## src/hdl/fsr_pkg.sv

```systemverilog
// Purpose: shared constants of the fan speed regulation block
// Assumes: 200 MHz clock, temperatures in whole degrees C, duty in percent
// Notes:   register map sits on a 32-bit APB slave
package fsr_pkg;
   localparam int unsigned CLK_HZ         = 200_000_000;
   localparam int unsigned CLK_KHZ        = CLK_HZ / 1000;
   // pwm frequency window and default
   localparam int unsigned PWM_MIN_KHZ    = 21;
   localparam int unsigned PWM_MAX_KHZ    = 28;
   localparam int unsigned PWM_TARGET_KHZ = 25;
   localparam logic [15:0] PERIOD_MIN =
      16'((CLK_KHZ + PWM_MAX_KHZ - 1) / PWM_MAX_KHZ);
   localparam logic [15:0] PERIOD_MAX = 16'(CLK_KHZ / PWM_MIN_KHZ);
   localparam logic [15:0] PERIOD_RST = 16'(CLK_KHZ / PWM_TARGET_KHZ);
   // timing
   localparam int unsigned SAMPLES_PER_S  = 4;
   localparam int unsigned SAMPLE_CYC     = CLK_HZ / SAMPLES_PER_S;
   localparam int unsigned SPINUP_MS      = 250;
   localparam int unsigned SPINUP_CYC     = CLK_KHZ * SPINUP_MS;
   localparam int unsigned SMOOTH_ATX_MS  = 35000;
   localparam int unsigned SMOOTH_BTX_MS  = 4000;
   localparam int unsigned DUTY_STEPS     = 80;
   localparam int unsigned STEP_ATX_CYC   =
      (CLK_KHZ / DUTY_STEPS) * SMOOTH_ATX_MS;
   localparam int unsigned STEP_BTX_CYC   =
      (CLK_KHZ / DUTY_STEPS) * SMOOTH_BTX_MS;
   // temperatures and duties
   localparam logic [7:0]  ATX_RAMP_DELTA = 8'h0A;
   localparam logic [7:0]  BTX_RAMP_DELTA = 8'h07;
   localparam logic [7:0]  ALL_ON_DELTA   = 8'h03;
   localparam logic [7:0]  AMB_RAMP_START = 8'h2F;
   localparam logic [7:0]  AMB_FULL_SPEED = 8'h36;
   localparam logic [7:0]  AMB_ALL_ON     = 8'h41;
   localparam logic [7:0]  HYST_PROC      = 8'h02;
   localparam logic [7:0]  HYST_AMB       = 8'h04;
   localparam logic [6:0]  DUTY_FULL      = 7'h64;
   localparam logic [6:0]  MIN_DUTY_RST   = 7'h14;
   localparam logic [7:0]  LIMIT_RST      = 8'h46;
   // register offsets
   localparam logic [7:0]  OFS_CTRL       = 8'h00;
   localparam logic [7:0]  OFS_PERIOD     = 8'h04;
   localparam logic [7:0]  OFS_LIMIT      = 8'h08;
   localparam logic [7:0]  OFS_MIN_DUTY   = 8'h0C;
   localparam logic [7:0]  OFS_CORR       = 8'h10;
   localparam logic [7:0]  OFS_STATUS     = 8'h14;
   // control and status bit positions
   localparam int unsigned CTRL_EN        = 0;
   localparam int unsigned CTRL_BTX       = 1;
   localparam int unsigned CTRL_AMB_EN    = 2;
   localparam int unsigned CTRL_LOCK      = 3;
   localparam int unsigned ST_SPINUP      = 24;
   localparam int unsigned ST_ALL_ON      = 25;
endpackage

```

## src/hdl/fsr_ramp.sv

```systemverilog
// Purpose: one temperature zone: ramp to duty with hysteresis
// Assumes: temp_upd pulses once per fresh corrected reading
// Notes:   division is combinational; span is only a few degrees
`timescale 1ns/1ps
module fsr_ramp (
   input  wire logic       clk,
   input  wire logic       nrst,
   input  wire logic       temp_upd,
   input  wire logic [7:0] temp,
   input  wire logic [7:0] t_start,
   input  wire logic [7:0] t_full,
   input  wire logic [7:0] t_all_on,
   input  wire logic [7:0] hyst,
   input  wire logic [6:0] min_duty,
   output logic      [6:0] duty_q,
   output logic            all_on_q
);
   logic [7:0]  hold_t_q;
   logic [6:0]  duty_d;
   logic [7:0]  span;
   logic [14:0] prod;
   logic [14:0] frac;
   logic [6:0]  target;
   logic        slower_ok;

   assign span = t_full - t_start;
   assign prod = 15'((fsr_pkg::DUTY_FULL - min_duty) * (temp - t_start));
   assign frac = (span == 8'h00) ? 15'h0000 : prod / 15'(span);
   assign target =
      (temp >= t_full)  ? fsr_pkg::DUTY_FULL :            // [RQ5]
      (temp <= t_start) ? min_duty :                      // [RQ4]
      7'(min_duty + frac[6:0]);                   // [RQ6] [RQ15]
   // a slower duty waits until the zone has cooled by the band
   assign slower_ok = ({1'b0, temp} + {1'b0, hyst}) <= {1'b0, hold_t_q};
   assign duty_d = (target >= duty_q || slower_ok) ? target : duty_q; // [RQ7]

   always_ff @(posedge clk) begin
      if (!nrst) begin
         duty_q   <= fsr_pkg::DUTY_FULL;
         hold_t_q <= 8'hFF;
         all_on_q <= 1'b0;
      end else if (temp_upd) begin
         duty_q   <= duty_d;
         all_on_q <= temp >= t_all_on;                    // [RQ8]
         if (duty_d != duty_q) begin
            hold_t_q <= temp;
         end
      end
   end
endmodule // fsr_ramp

```

## src/hdl/fsr_pwm.sv

```systemverilog
// Purpose: pwm waveform generator
// Assumes: period already clamped to the legal window
// Notes:   new period and duty take effect at the next period start
`timescale 1ns/1ps
module fsr_pwm (
   input  wire logic        clk,
   input  wire logic        nrst,
   input  wire logic        run,
   input  wire logic [15:0] period,
   input  wire logic [6:0]  duty,
   output logic             pwm_q
);
   logic [15:0] cnt_q;
   logic [15:0] thr_q;
   logic [15:0] per_q;
   logic        wrap;
   logic [22:0] prod;

   assign wrap = cnt_q >= per_q - 16'h0001;
   assign prod = 23'(period * duty);

   always_ff @(posedge clk) begin
      if (!nrst) begin
         cnt_q <= 16'h0000;
         per_q <= fsr_pkg::PERIOD_RST;
         thr_q <= 16'h0000;
         pwm_q <= 1'b0;
      end else begin
         cnt_q <= wrap ? 16'h0000 : cnt_q + 16'h0001;
         if (wrap) begin
            per_q <= period;                              // [RQ1]
            thr_q <= 16'(prod / 23'(fsr_pkg::DUTY_FULL));
         end
         pwm_q <= run && (cnt_q < thr_q);
      end
   end
endmodule // fsr_pwm

```

## src/hdl/fsr_top.sv

```systemverilog
// Purpose: fan speed regulation with two temperature zones and pwm drive
// Assumes: sensor interface logic runs on CLK and returns readings
//          some time after each sample request
// Notes:   settings are written by firmware over APB, then locked
//
// Function
// [RQ1] pwm frequency programmable anywhere within 21 to 28 kHz
// [RQ2] pwm frequency defaults to 25 kHz
// [RQ3] request diode readings at least four times per second
// [RQ4] below ramp start temperature hold the minimum duty, 20 percent
// [RQ5] drive 100 percent at full speed temperature, the control limit
// [RQ6] above ramp start raise duty; start is limit minus 10 or 7
// [RQ7] slow down only after cooling by 2 (processor) or 4 (ambient)
// [RQ8] all fans full at limit plus 3 or ambient 65
// [RQ9] spin-up at 100 percent for 250 ms on start
// [RQ10] ramp duty gradually over 35 s (ATX) or 4 s (BTX)
// [RQ11] drive fan with the higher of the two zone duties
// [RQ12] ambient zone ramps from 47 to 54 degrees
// [RQ13] firmware loads settings; lock stops later modification
// [RQ14] readings corrected by firmware offsets for ideality and resistance
// [RQ15] duty interpolates linearly between minimum and 100 percent
`timescale 1ns/1ps
module fsr_top #(
   parameter int unsigned SAMPLE_CYC   = fsr_pkg::SAMPLE_CYC,
   parameter int unsigned SPINUP_CYC   = fsr_pkg::SPINUP_CYC,
   parameter int unsigned STEP_ATX_CYC = fsr_pkg::STEP_ATX_CYC,
   parameter int unsigned STEP_BTX_CYC = fsr_pkg::STEP_BTX_CYC
) (
   input  wire logic        CLK,
   input  wire logic        NRST,
   input  wire logic        PSEL,
   input  wire logic        PENABLE,
   input  wire logic        PWRITE,
   input  wire logic [7:0]  PADDR,
   input  wire logic [31:0] PWDATA,
   output logic      [31:0] PRDATA,
   output logic             PREADY,
   output logic             PSLVERR,
   output logic             SENSE_REQ,
   input  wire logic [7:0]  PROC_TEMP,
   input  wire logic        PROC_TEMP_VALID,
   input  wire logic [7:0]  AMB_TEMP,
   input  wire logic        AMB_TEMP_VALID,
   output logic             FAN_PWM
);
   // configuration registers
   logic [3:0]  ctrl_q;
   logic [15:0] period_q;
   logic [7:0]  limit_q;
   logic [6:0]  min_duty_q;
   logic [15:0] corr_q;
   logic [31:0] prdata_q;
   // measured and applied state
   logic [7:0]  proc_t_q;
   logic [7:0]  amb_t_q;
   logic        proc_upd_q;
   logic        amb_upd_q;
   logic [31:0] sample_cnt_q;
   logic        sense_q;
   logic [31:0] spin_cnt_q;
   logic        en_prev_q;
   logic [31:0] step_cnt_q;
   logic [6:0]  applied_q;
   logic [6:0]  applied_d;

   // bus decode
   logic        setup;
   logic        wr;
   logic        hit_ctrl;
   logic        hit_period;
   logic        hit_limit;
   logic        hit_min;
   logic        hit_corr;
   logic        hit_status;
   logic        mapped;
   logic        locked;
   logic        cfg_wr;
   logic [15:0] per_wr;
   logic [31:0] rd_mux;

   assign setup      = PSEL && !PENABLE;
   assign wr         = PSEL && PENABLE && PWRITE;
   assign hit_ctrl   = PADDR == fsr_pkg::OFS_CTRL;
   assign hit_period = PADDR == fsr_pkg::OFS_PERIOD;
   assign hit_limit  = PADDR == fsr_pkg::OFS_LIMIT;
   assign hit_min    = PADDR == fsr_pkg::OFS_MIN_DUTY;
   assign hit_corr   = PADDR == fsr_pkg::OFS_CORR;
   assign hit_status = PADDR == fsr_pkg::OFS_STATUS;
   assign mapped     = hit_ctrl | hit_period | hit_limit | hit_min |
                       hit_corr | hit_status;
   assign locked     = ctrl_q[fsr_pkg::CTRL_LOCK];
   assign cfg_wr     = wr && !locked;                     // [RQ13]
   // out-of-window periods clamp to the nearest legal edge
   assign per_wr =
      (PWDATA[15:0] < fsr_pkg::PERIOD_MIN) ? fsr_pkg::PERIOD_MIN :
      (PWDATA[15:0] > fsr_pkg::PERIOD_MAX) ? fsr_pkg::PERIOD_MAX :
      PWDATA[15:0];                                       // [RQ1]

   // registers answer at once, so no wait states are inserted
   assign PREADY  = 1'b1;
   assign PSLVERR = PSEL && PENABLE && !mapped;
   assign PRDATA  = prdata_q;

   // zone thresholds
   logic        btx;
   logic        amb_en;
   logic        run;
   logic [7:0]  ramp_delta;
   logic [7:0]  proc_start;
   logic [7:0]  proc_all_on;
   logic [8:0]  all_on_sum;
   logic [6:0]  proc_duty;
   logic [6:0]  amb_duty;
   logic        proc_all_on_hit;
   logic        amb_all_on_hit;
   logic        all_on;
   logic [6:0]  target;
   logic        spinning;
   logic        step_tick;
   logic [31:0] step_lim;
   logic [6:0]  out_duty;

   assign btx        = ctrl_q[fsr_pkg::CTRL_BTX];
   assign amb_en     = ctrl_q[fsr_pkg::CTRL_AMB_EN];
   assign run        = ctrl_q[fsr_pkg::CTRL_EN];
   assign ramp_delta = btx ? fsr_pkg::BTX_RAMP_DELTA
                           : fsr_pkg::ATX_RAMP_DELTA;      // [RQ6]
   assign proc_start = (limit_q > ramp_delta) ? limit_q - ramp_delta
                                              : 8'h00;      // [RQ6]
   assign all_on_sum = {1'b0, limit_q} + {1'b0, fsr_pkg::ALL_ON_DELTA};
   assign proc_all_on = all_on_sum[8] ? 8'hFF : all_on_sum[7:0]; // [RQ8]

   // firmware offsets, signed, saturated into 0..255
   function automatic logic [7:0] corrected(input logic [7:0] raw,
                                            input logic [7:0] ofs);
      logic [9:0] s;
      s = {2'b00, raw} + {{2{ofs[7]}}, ofs};
      if (s[9]) begin
         corrected = 8'h00;
      end else if (s[8]) begin
         corrected = 8'hFF;
      end else begin
         corrected = s[7:0];
      end
   endfunction

   fsr_ramp u_proc (
      .clk      (CLK),
      .nrst     (NRST),
      .temp_upd (proc_upd_q),
      .temp     (proc_t_q),
      .t_start  (proc_start),
      .t_full   (limit_q),                                // [RQ5]
      .t_all_on (proc_all_on),
      .hyst     (fsr_pkg::HYST_PROC),                     // [RQ7]
      .min_duty (min_duty_q),
      .duty_q   (proc_duty),
      .all_on_q (proc_all_on_hit)
   );

   fsr_ramp u_amb (
      .clk      (CLK),
      .nrst     (NRST),
      .temp_upd (amb_upd_q),
      .temp     (amb_t_q),
      .t_start  (fsr_pkg::AMB_RAMP_START),                // [RQ12]
      .t_full   (fsr_pkg::AMB_FULL_SPEED),                // [RQ12]
      .t_all_on (fsr_pkg::AMB_ALL_ON),                    // [RQ8]
      .hyst     (fsr_pkg::HYST_AMB),                      // [RQ7]
      .min_duty (min_duty_q),
      .duty_q   (amb_duty),
      .all_on_q (amb_all_on_hit)
   );

   assign all_on = proc_all_on_hit || (amb_en && amb_all_on_hit); // [RQ8]
   assign target = (amb_en && amb_duty > proc_duty) ? amb_duty
                                                    : proc_duty; // [RQ11]
   assign spinning = spin_cnt_q != 32'h0000_0000;
   assign step_lim = btx ? STEP_BTX_CYC : STEP_ATX_CYC;   // [RQ10]
   assign step_tick = step_cnt_q >= step_lim - 32'h0000_0001;
   // one percent per step keeps a temperature spike from slamming the fan
   assign applied_d =
      !step_tick              ? applied_q :
      (applied_q < target)    ? applied_q + 7'h01 :
      (applied_q > target)    ? applied_q - 7'h01 :
      applied_q;                                          // [RQ10]
   assign out_duty = (spinning || all_on) ? fsr_pkg::DUTY_FULL
                                          : applied_q;    // [RQ8] [RQ9]

   always_comb begin
      rd_mux = 32'h0000_0000;
      if (hit_ctrl) begin
         rd_mux[3:0] = ctrl_q;
      end else if (hit_period) begin
         rd_mux[15:0] = period_q;
      end else if (hit_limit) begin
         rd_mux[7:0] = limit_q;
      end else if (hit_min) begin
         rd_mux[6:0] = min_duty_q;
      end else if (hit_corr) begin
         rd_mux[15:0] = corr_q;
      end else if (hit_status) begin
         rd_mux[7:0]   = proc_t_q;
         rd_mux[15:8]  = amb_t_q;
         rd_mux[22:16] = out_duty;
         rd_mux[fsr_pkg::ST_SPINUP] = spinning;
         rd_mux[fsr_pkg::ST_ALL_ON] = all_on;
      end
   end

   // register file
   always_ff @(posedge CLK) begin
      if (!NRST) begin
         ctrl_q     <= 4'h0;
         period_q   <= fsr_pkg::PERIOD_RST;                // [RQ2]
         limit_q    <= fsr_pkg::LIMIT_RST;
         min_duty_q <= fsr_pkg::MIN_DUTY_RST;              // [RQ4]
         corr_q     <= 16'h0000;
         prdata_q   <= 32'h0000_0000;
      end else begin
         if (setup && !PWRITE) begin
            prdata_q <= rd_mux;
         end
         if (cfg_wr && hit_ctrl) begin
            ctrl_q <= PWDATA[3:0];                        // [RQ13]
         end
         if (cfg_wr && hit_period) begin
            period_q <= per_wr;
         end
         if (cfg_wr && hit_limit) begin
            limit_q <= PWDATA[7:0];
         end
         if (cfg_wr && hit_min) begin
            min_duty_q <= (PWDATA[6:0] > fsr_pkg::DUTY_FULL) ?
                          fsr_pkg::DUTY_FULL : PWDATA[6:0];
         end
         if (cfg_wr && hit_corr) begin
            corr_q <= PWDATA[15:0];                       // [RQ14]
         end
      end
   end

   // sampling and reading capture
   always_ff @(posedge CLK) begin
      if (!NRST) begin
         sample_cnt_q <= 32'h0000_0000;
         sense_q      <= 1'b0;
         proc_t_q     <= 8'h00;
         amb_t_q      <= 8'h00;
         proc_upd_q   <= 1'b0;
         amb_upd_q    <= 1'b0;
      end else begin
         sense_q <= sample_cnt_q == 32'h0000_0000;        // [RQ3]
         sample_cnt_q <= (sample_cnt_q >= SAMPLE_CYC - 32'h0000_0001) ?
                         32'h0000_0000 : sample_cnt_q + 32'h0000_0001;
         proc_upd_q <= PROC_TEMP_VALID;
         amb_upd_q  <= AMB_TEMP_VALID;
         if (PROC_TEMP_VALID) begin
            proc_t_q <= corrected(PROC_TEMP, corr_q[7:0]);  // [RQ14]
         end
         if (AMB_TEMP_VALID) begin
            amb_t_q <= corrected(AMB_TEMP, corr_q[15:8]);   // [RQ14]
         end
      end
   end

   // spin-up and smoothing
   always_ff @(posedge CLK) begin
      if (!NRST) begin
         en_prev_q  <= 1'b0;
         spin_cnt_q <= 32'h0000_0000;
         step_cnt_q <= 32'h0000_0000;
         applied_q  <= fsr_pkg::DUTY_FULL;
      end else begin
         en_prev_q <= run;
         if (run && !en_prev_q) begin
            spin_cnt_q <= SPINUP_CYC;                     // [RQ9]
         end else if (!run) begin
            spin_cnt_q <= 32'h0000_0000;
         end else if (spinning) begin
            spin_cnt_q <= spin_cnt_q - 32'h0000_0001;
         end
         step_cnt_q <= step_tick ? 32'h0000_0000
                                 : step_cnt_q + 32'h0000_0001;
         // after spin-up the fan eases down from full speed
         applied_q <= spinning ? fsr_pkg::DUTY_FULL : applied_d;
      end
   end

   assign SENSE_REQ = sense_q;

   fsr_pwm u_pwm (
      .clk    (CLK),
      .nrst   (NRST),
      .run    (run),
      .period (period_q),
      .duty   (out_duty),
      .pwm_q  (FAN_PWM)
   );
endmodule // fsr_top

```

## config.mk

```make
export PLATFORM = sky130hd
export DESIGN_NAME = fsr_top
export DESIGN_NICKNAME = d
export VERILOG_FILES = /design/src/hdl/fsr_pkg.sv /design/src/hdl/fsr_ramp.sv /design/src/hdl/fsr_pwm.sv /design/src/hdl/fsr_top.sv
export SDC_FILE = /design/constraint.sdc
export NUM_CORES = 2
export LEC_CHECK = 0
export BUFFER_PORTS_ARGS = -buffer_cell sky130_fd_sc_hd__buf_2
export CORE_ASPECT_RATIO = 1.5
export CORE_MARGIN = 4
export CORE_UTILIZATION = 59
export CTS_CLUSTER_DIAMETER = 50
export DETAILED_ROUTE_END_ITERATION = 10
export MAX_ROUTING_LAYER = met4
export PLACE_DENSITY = 0.85
export SLEW_MARGIN = 5
export SYNTH_ARGS = -nofsm -noshare
export SYNTH_HDL_FRONTEND = slang
export SYNTH_SLANG_ARGS = --single-unit
export TNS_END_PERCENT = 30
```

## constraint.sdc

```tcl
create_clock -name CLK -period 42 [get_ports CLK]
set_input_delay 8.4 -clock CLK [delete_from_list [all_inputs] [get_ports CLK]]
set_output_delay 8.4 -clock CLK [all_outputs]
set_load 0.01 [all_outputs]
```

---- Yosys cells after proc, flatten, opt, wreduce, memory -nomap -nowiden ----
Cells that the tools add are included.
storage, ports and cells
  bits in registers ....................... 280
  bits of input ports ..................... 63
  output and inout bits ................... 36
  word-level logic and storage cells ...... 177
cells by class
  add/sub/neg operators ................... 20
  multiply operators ...................... 3
  div/mod/pow operators ................... 3
  order comparisons ....................... 21
  eq/ne operators ......................... 8
  muxes and demuxes ....................... 51
  bitwise operators ....................... 7
  reductions and logical operators ........ 37
operators by type and width
  kind                     count
  $mux W16                 9
  $mux W23                 6
  $mux W7                  15
  $mux W26                 3
  $add A32 B1 Y32 const B  2
  $mux W8                  7
  $ge A32 B26 Y1 const B   1
  $ge A32 B32 Y1           1
  $logic_not A32 Y1        1
  $reduce_bool A32 Y1      1
  $sub A32 B1 Y32 const B  1
  $mul A15 B15 Y15         2
  $sub A27 B1 Y28 const B  1
  $mux W27                 1
  $div A23 B7 Y23 const B  1
  $mul A16 B7 Y23          1
  $add A9 B8 Y10           2
  $mux W19                 1
  $add A8 B2 Y9 const B    2
  $le A9 B8 Y1             2
  $add A16 B1 Y16 const B  1
  $eq A8 B4 Y1 const B     2
  $eq A8 B5 Y1 const B     2
  $ge A16 B16 Y1           1
  41 further kinds         84

---- Longest topological paths before layout ----
  depth after elaboration ................. 19
  mapped depth ............................ 220
  depth with buffers taken out ............ 209

---- Cells and area by module ----
A second synthesis with hierarchy kept.
second synthesis, totals
  cell total of the unflattened synthesis .. 5,301
  area, all modules ....................... 42,005.3 µm²
modules (own cells, without submodules)
  module             instances  cells an instance  area each (µm²)  seq. area each (µm²)
  fsr_top            1          1,284              10,735.3         3,983.8
  fsr_pwm            1          1,300              10,639.0         980.9
  fsr_ramp (u_amb)   1          1,378              10,398.7         320.3
  fsr_ramp (u_proc)  1          1,339              10,232.3         320.3

---- Least setup slack after synthesis ----
OpenSTA, ideal clock, no wires.
  kind .................................... reg2reg
  start ................................... register ctrl_q[1]
  end ..................................... register u_proc.hold_t_q[6]
  setup time .............................. 0.141 ns
  data arrival time ....................... 38.988 ns
  data required time ...................... 41.859 ns
  setup slack ............................. 2.871 ns
  cell stages (with the launch flop) ...... 210
  buffers on the path ..................... 11
  clock period less this slack ............ 39.129 ns
  path through ............................ dfxtp_1 inv_1 ha_1 a21o_1 a21oi_1 o21ai_0 clkbuf_1 nand2_1 ha_1 nor2b_1 o21ai_0 nand2b_1 a21o_1 a21o_1 a21o_1 a21o_1 xor2_1 nand2_1 (+174 left out) a41oi_1 ha_1 inv_1 fa_1 a211oi_1 ha_1 a21o_1 a21o_1 a21oi_1 nor2b_1 o21ai_0 nand2b_1 a221o_1 nand2_1 a41oi_1 clkbuf_1 nand2_1 o211ai_1
on the way
  word-level cells in the longest chain between the ends .. 15
  elaborated cells on any way between the ends .. 19
  classes of those cells .................. 4 x add/sub; 1 x mul; 1 x div; 3 x order compare; 1 x eq/ne; 6 x mux; 3 x reduce/logical
ends and longest elaborated chain
  what                                                  RTL line        RTL
  start: declaration                                    fsr_top.sv:47   logic [3:0] ctrl_q;
  start signal: assignment                              fsr_top.sv:225  ctrl_q <= PWDATA[3:0];
  $mux W4 (*)                                           fsr_top.sv:126  assign ramp_delta = btx ? fsr_pkg::BTX_RAMP_DELTA
  $sub A8 B4 Y8 / $gt A8 B4 Y1 (equally long branches)  fsr_top.sv:128  assign proc_start = (limit_q > ramp_delta) ? limit_q - ramp_delta
  $mux W8 (*)                                           fsr_top.sv:128
  $sub A8 B8 Y9                                         fsr_ramp.sv:27  assign prod = 15'((fsr_pkg::DUTY_FULL - min_duty) * (temp - t_start));
  $mul A15 B15 Y15                                      fsr_ramp.sv:27
  $div A15 B8 Y15                                       fsr_ramp.sv:28  assign frac = (span == 8'h00) ? 15'h0000 : prod / 15'(span);
  $mux W7                                               fsr_ramp.sv:28
  $add A7 B7 Y7                                         fsr_ramp.sv:32  7'(min_duty + frac[6:0]);
  $mux W7 (*)                                           fsr_ramp.sv:31  (temp <= t_start) ? min_duty :
  $mux W7 (*)                                           fsr_ramp.sv:30  (temp >= t_full) ? fsr_pkg::DUTY_FULL :
  $ge A7 B7 Y1                                          fsr_ramp.sv:35  assign duty_d = (target >= duty_q || slower_ok) ? target : duty_q;
  $logic_or A1 B1 Y1                                    fsr_ramp.sv:35
  $mux W7 (*)                                           fsr_ramp.sv:35
  $ne A7 B7 Y1 (*)                                      fsr_ramp.sv:45  if (duty_d != duty_q) begin
  $reduce_and A2 Y1 (no line) (*)                       n/a
  end signal: assignment                                fsr_ramp.sv:46  hold_t_q <= temp;
  end: declaration                                      fsr_ramp.sv:18  logic [7:0] hold_t_q;
Mark *: on every way between the ends. The rest lies on a longest branch, timed or not.
A chain may end at the register's enable or synchronous reset.

---- Worst setup path after layout ----
  start ................................... register ctrl_q[1]
  end ..................................... register u_proc.hold_t_q[0]
Same word-level chain as after synthesis.

==> impl_metrics.tcl <==
set metrics [dict create \
    status "completed" \
    cts.reportedPaths.clkPinSlew_ps 70 \
    min_path_cells 2 \
    hold_buffers 0 \
    cp.arrival_ps 40070 \
    synth_edf_count 0 \
    async_flop_share 0 \
    synthesis.area_um2 34600 \
    viasPerCell 6.15 \
    ys_ff_latch 280 \
    cts.sinks 280 \
    crit_fanout 15 \
    path_common_cell "o21a_1" \
    post_dp_cell_area_um2 35600 \
    die_x_um 206 \
    grt_pass1_wl_um 151000 \
    portBuffers 74 \
    slowest_delay_ps 520 \
    io_pins 99 \
    grtUsageTotal 0.294 \
    r2r_cells 213 \
    areaGrowthSynthToFinish_pct 6.79 \
    end_kind "flip-flop" \
    fmax_mhz 25.2 \
    final_common_cell "nor2_1" \
    ant_nets 0 \
    worst_pin_slew_ps 1170 \
    setup_viol 0 \
    grt_pass1_vias 31374 \
    die_h_um 304 \
    slew_violations 0 \
    grt_max_degree 100 \
    fin_worst_skew_ps 23.9 \
    post-route-period-util 0.944 \
    critical_path_class "reg -> reg" \
    drt-initial-drc-count 2403 \
    htreeDepth 1 \
    initial_utilization 0.596 \
    postSynthAreaPerCell_um2 7.84 \
    regArea_um2 5610 \
    hold_class "reg -> reg" \
    gp_congestion 0.984 \
    cts_buffers 29 \
    route.detailed.drc 0 \
    seq_area_frac_synth 0.162 \
    hold_violations 0 \
    drt-pass1-iter-count 9 \
    synth.distinct_cells 118 \
    clock-root-buffer "clkbuf_16" \
    critPathLaunchType "flip-flop" \
    antenna_found_initial 14 \
    rows 108 \
    cp_slowest_cell "fa_1" \
    final_area_um2 36900 \
    fp.dieArea_um2 62600 \
    min_period_ps 39660 \
    clockBufferDepth 3 \
    drv_cap 0 \
    multiInputGateArea_um2 27000 \
    final_cell_mix "nor2_1, nand2_1, inv_1, ha_1, dfxtp_1" \
    clk_latency_ps 570 \
    postSynthCellCount 4409 \
    ys.warnings.count 0 \
    postSynth.topFlopCell "dfxtp_1" \
    relSlewSlack 0.217 \
    drive_above_1_share 0.0725 \
    post_drt_wl_per_cell_um 17.8 \
    tritoncts "built" \
    fin_nets 5074 \
    grt-ovfl-total 0 \
    fill_cells 4866 \
    core-area_um2 58000 \
    vias 32143 \
    wl_um 93100 \
    worst_ep_required_time_ps 42410 \
    hpwl_um 72600 \
]
==> cells in the mapped netlist (82+ instances only) <==
cell / n / share of area
xor2_1: 111 / 0.028
o21a_1: 87 / 0.019
xnor2_1: 201 / 0.051
nand3_1: 129 / 0.019
dfxtp_1: 280 / 0.16
nand2_1: 423 / 0.046
inv_1: 397 / 0.043
clkbuf_1: 127 / 0.014
ha_1: 391 / 0.14
fa_1: 201 / 0.12
nand2b_1: 82 / 0.015
nor2_1: 479 / 0.052
nor3_1: 135 / 0.020
a21oi_1: 282 / 0.041
o21ai_0: 167 / 0.024
==> what timing repair did <==
item	in CTS	in global routing
setup endpoints to repair	0	15
buffers inserted	0	13
gates resized for setup	0	32
==> worst paths after layout <==
path                   start            endpoint  slack, ps
setup reg to reg   ctrl_q[1]  u_proc.hold_t_q[0]       2340
setup / recovery   ctrl_q[1]  u_proc.hold_t_q[0]       2340
hold reg to reg   PRDATA[17]          PRDATA[17]        450
hold / removal    PRDATA[17]          PRDATA[17]        450
==> worst max-delay path: cells and delay by family (launching register included) <==
family	cells	cell delay [ps]
AOI/OAI and AO/OA	100	17710
xor gates and xnor gates	8	1540
adders and majority gates	27	8840
buffers and inverters	21	2770
DFF	1	430
muxes	4	1170
and+or+nand+nor	53	7020
==> flip-flops by register name, summed over array words and instances, names as in the netlist, 25 cells and up <==
register,cells
sample_cnt_q,32
spin_cnt_q,32
step_cnt_q,32
PRDATA,25
==> cell type report <==
| type | instances | area share |
|---|---|---|
| Antenna cell | 13 | 0.000881 |
| Clock buffer | 40 | 0.0232 |
| Clock inverter | 13 | 0.00410 |
| Inverter | 399 | 0.0406 |
| Multi-Input combinational cell | 3581 | 0.732 |
| Sequential cell | 280 | 0.152 |
| Tap cell | 770 | 0.0261 |
| Timing Repair Buffer | 128 | 0.0214 |
==> cell families (layout without fill, tap and decap cells) <==
kind of cell,count (synthesis),after routing,share of synthesized area
other,2,31,0.000217
multiplexers,93,93,0.0283
flip-flops,280,280,0.162
adder cells (fa/ha/maj),601,601,0.261
AO/OA/AOI/OAI,973,973,0.190
AND/OR/NAND/NOR,1580,1580,0.214
XOR/XNOR,316,316,0.0813
buffers and inverters,564,580,0.0632
==> through the flow <==
stage | setup TNS [ps] | hold WS, ps | util | setup slack, ps | std cells
6_report | 0 | 447 | 0.637 | 2340 | 5224
5_1_grt | -1770 | 469 | 0.637 | -147 | 5223
4_1_cts | 0 | 450 | 0.632 | 712 | 5198
3_5_place_dp | 0 | 442 | 0.615 | 837 | 5145
3_3_place_gp | 0 | 437 | 0.615 | 1720 | 5145
2_1_floorplan | 0 | 422 | - | 2870 | 4425
==> layer usage <==
metal	track usage	vias to the layer above	wire (µm)	share of wire
met4	0.154	0	5470	0.059
met1	0.316	15384	34100	0.37
met5	-	-	0	0
li1	-	15288	-	-
met2	0.523	1137	47600	0.51
met3	0.0407	334	5920	0.064
Power is not shown: default switching activity piles up to over one toggle a cycle in this logic, so the estimate is an artifact.
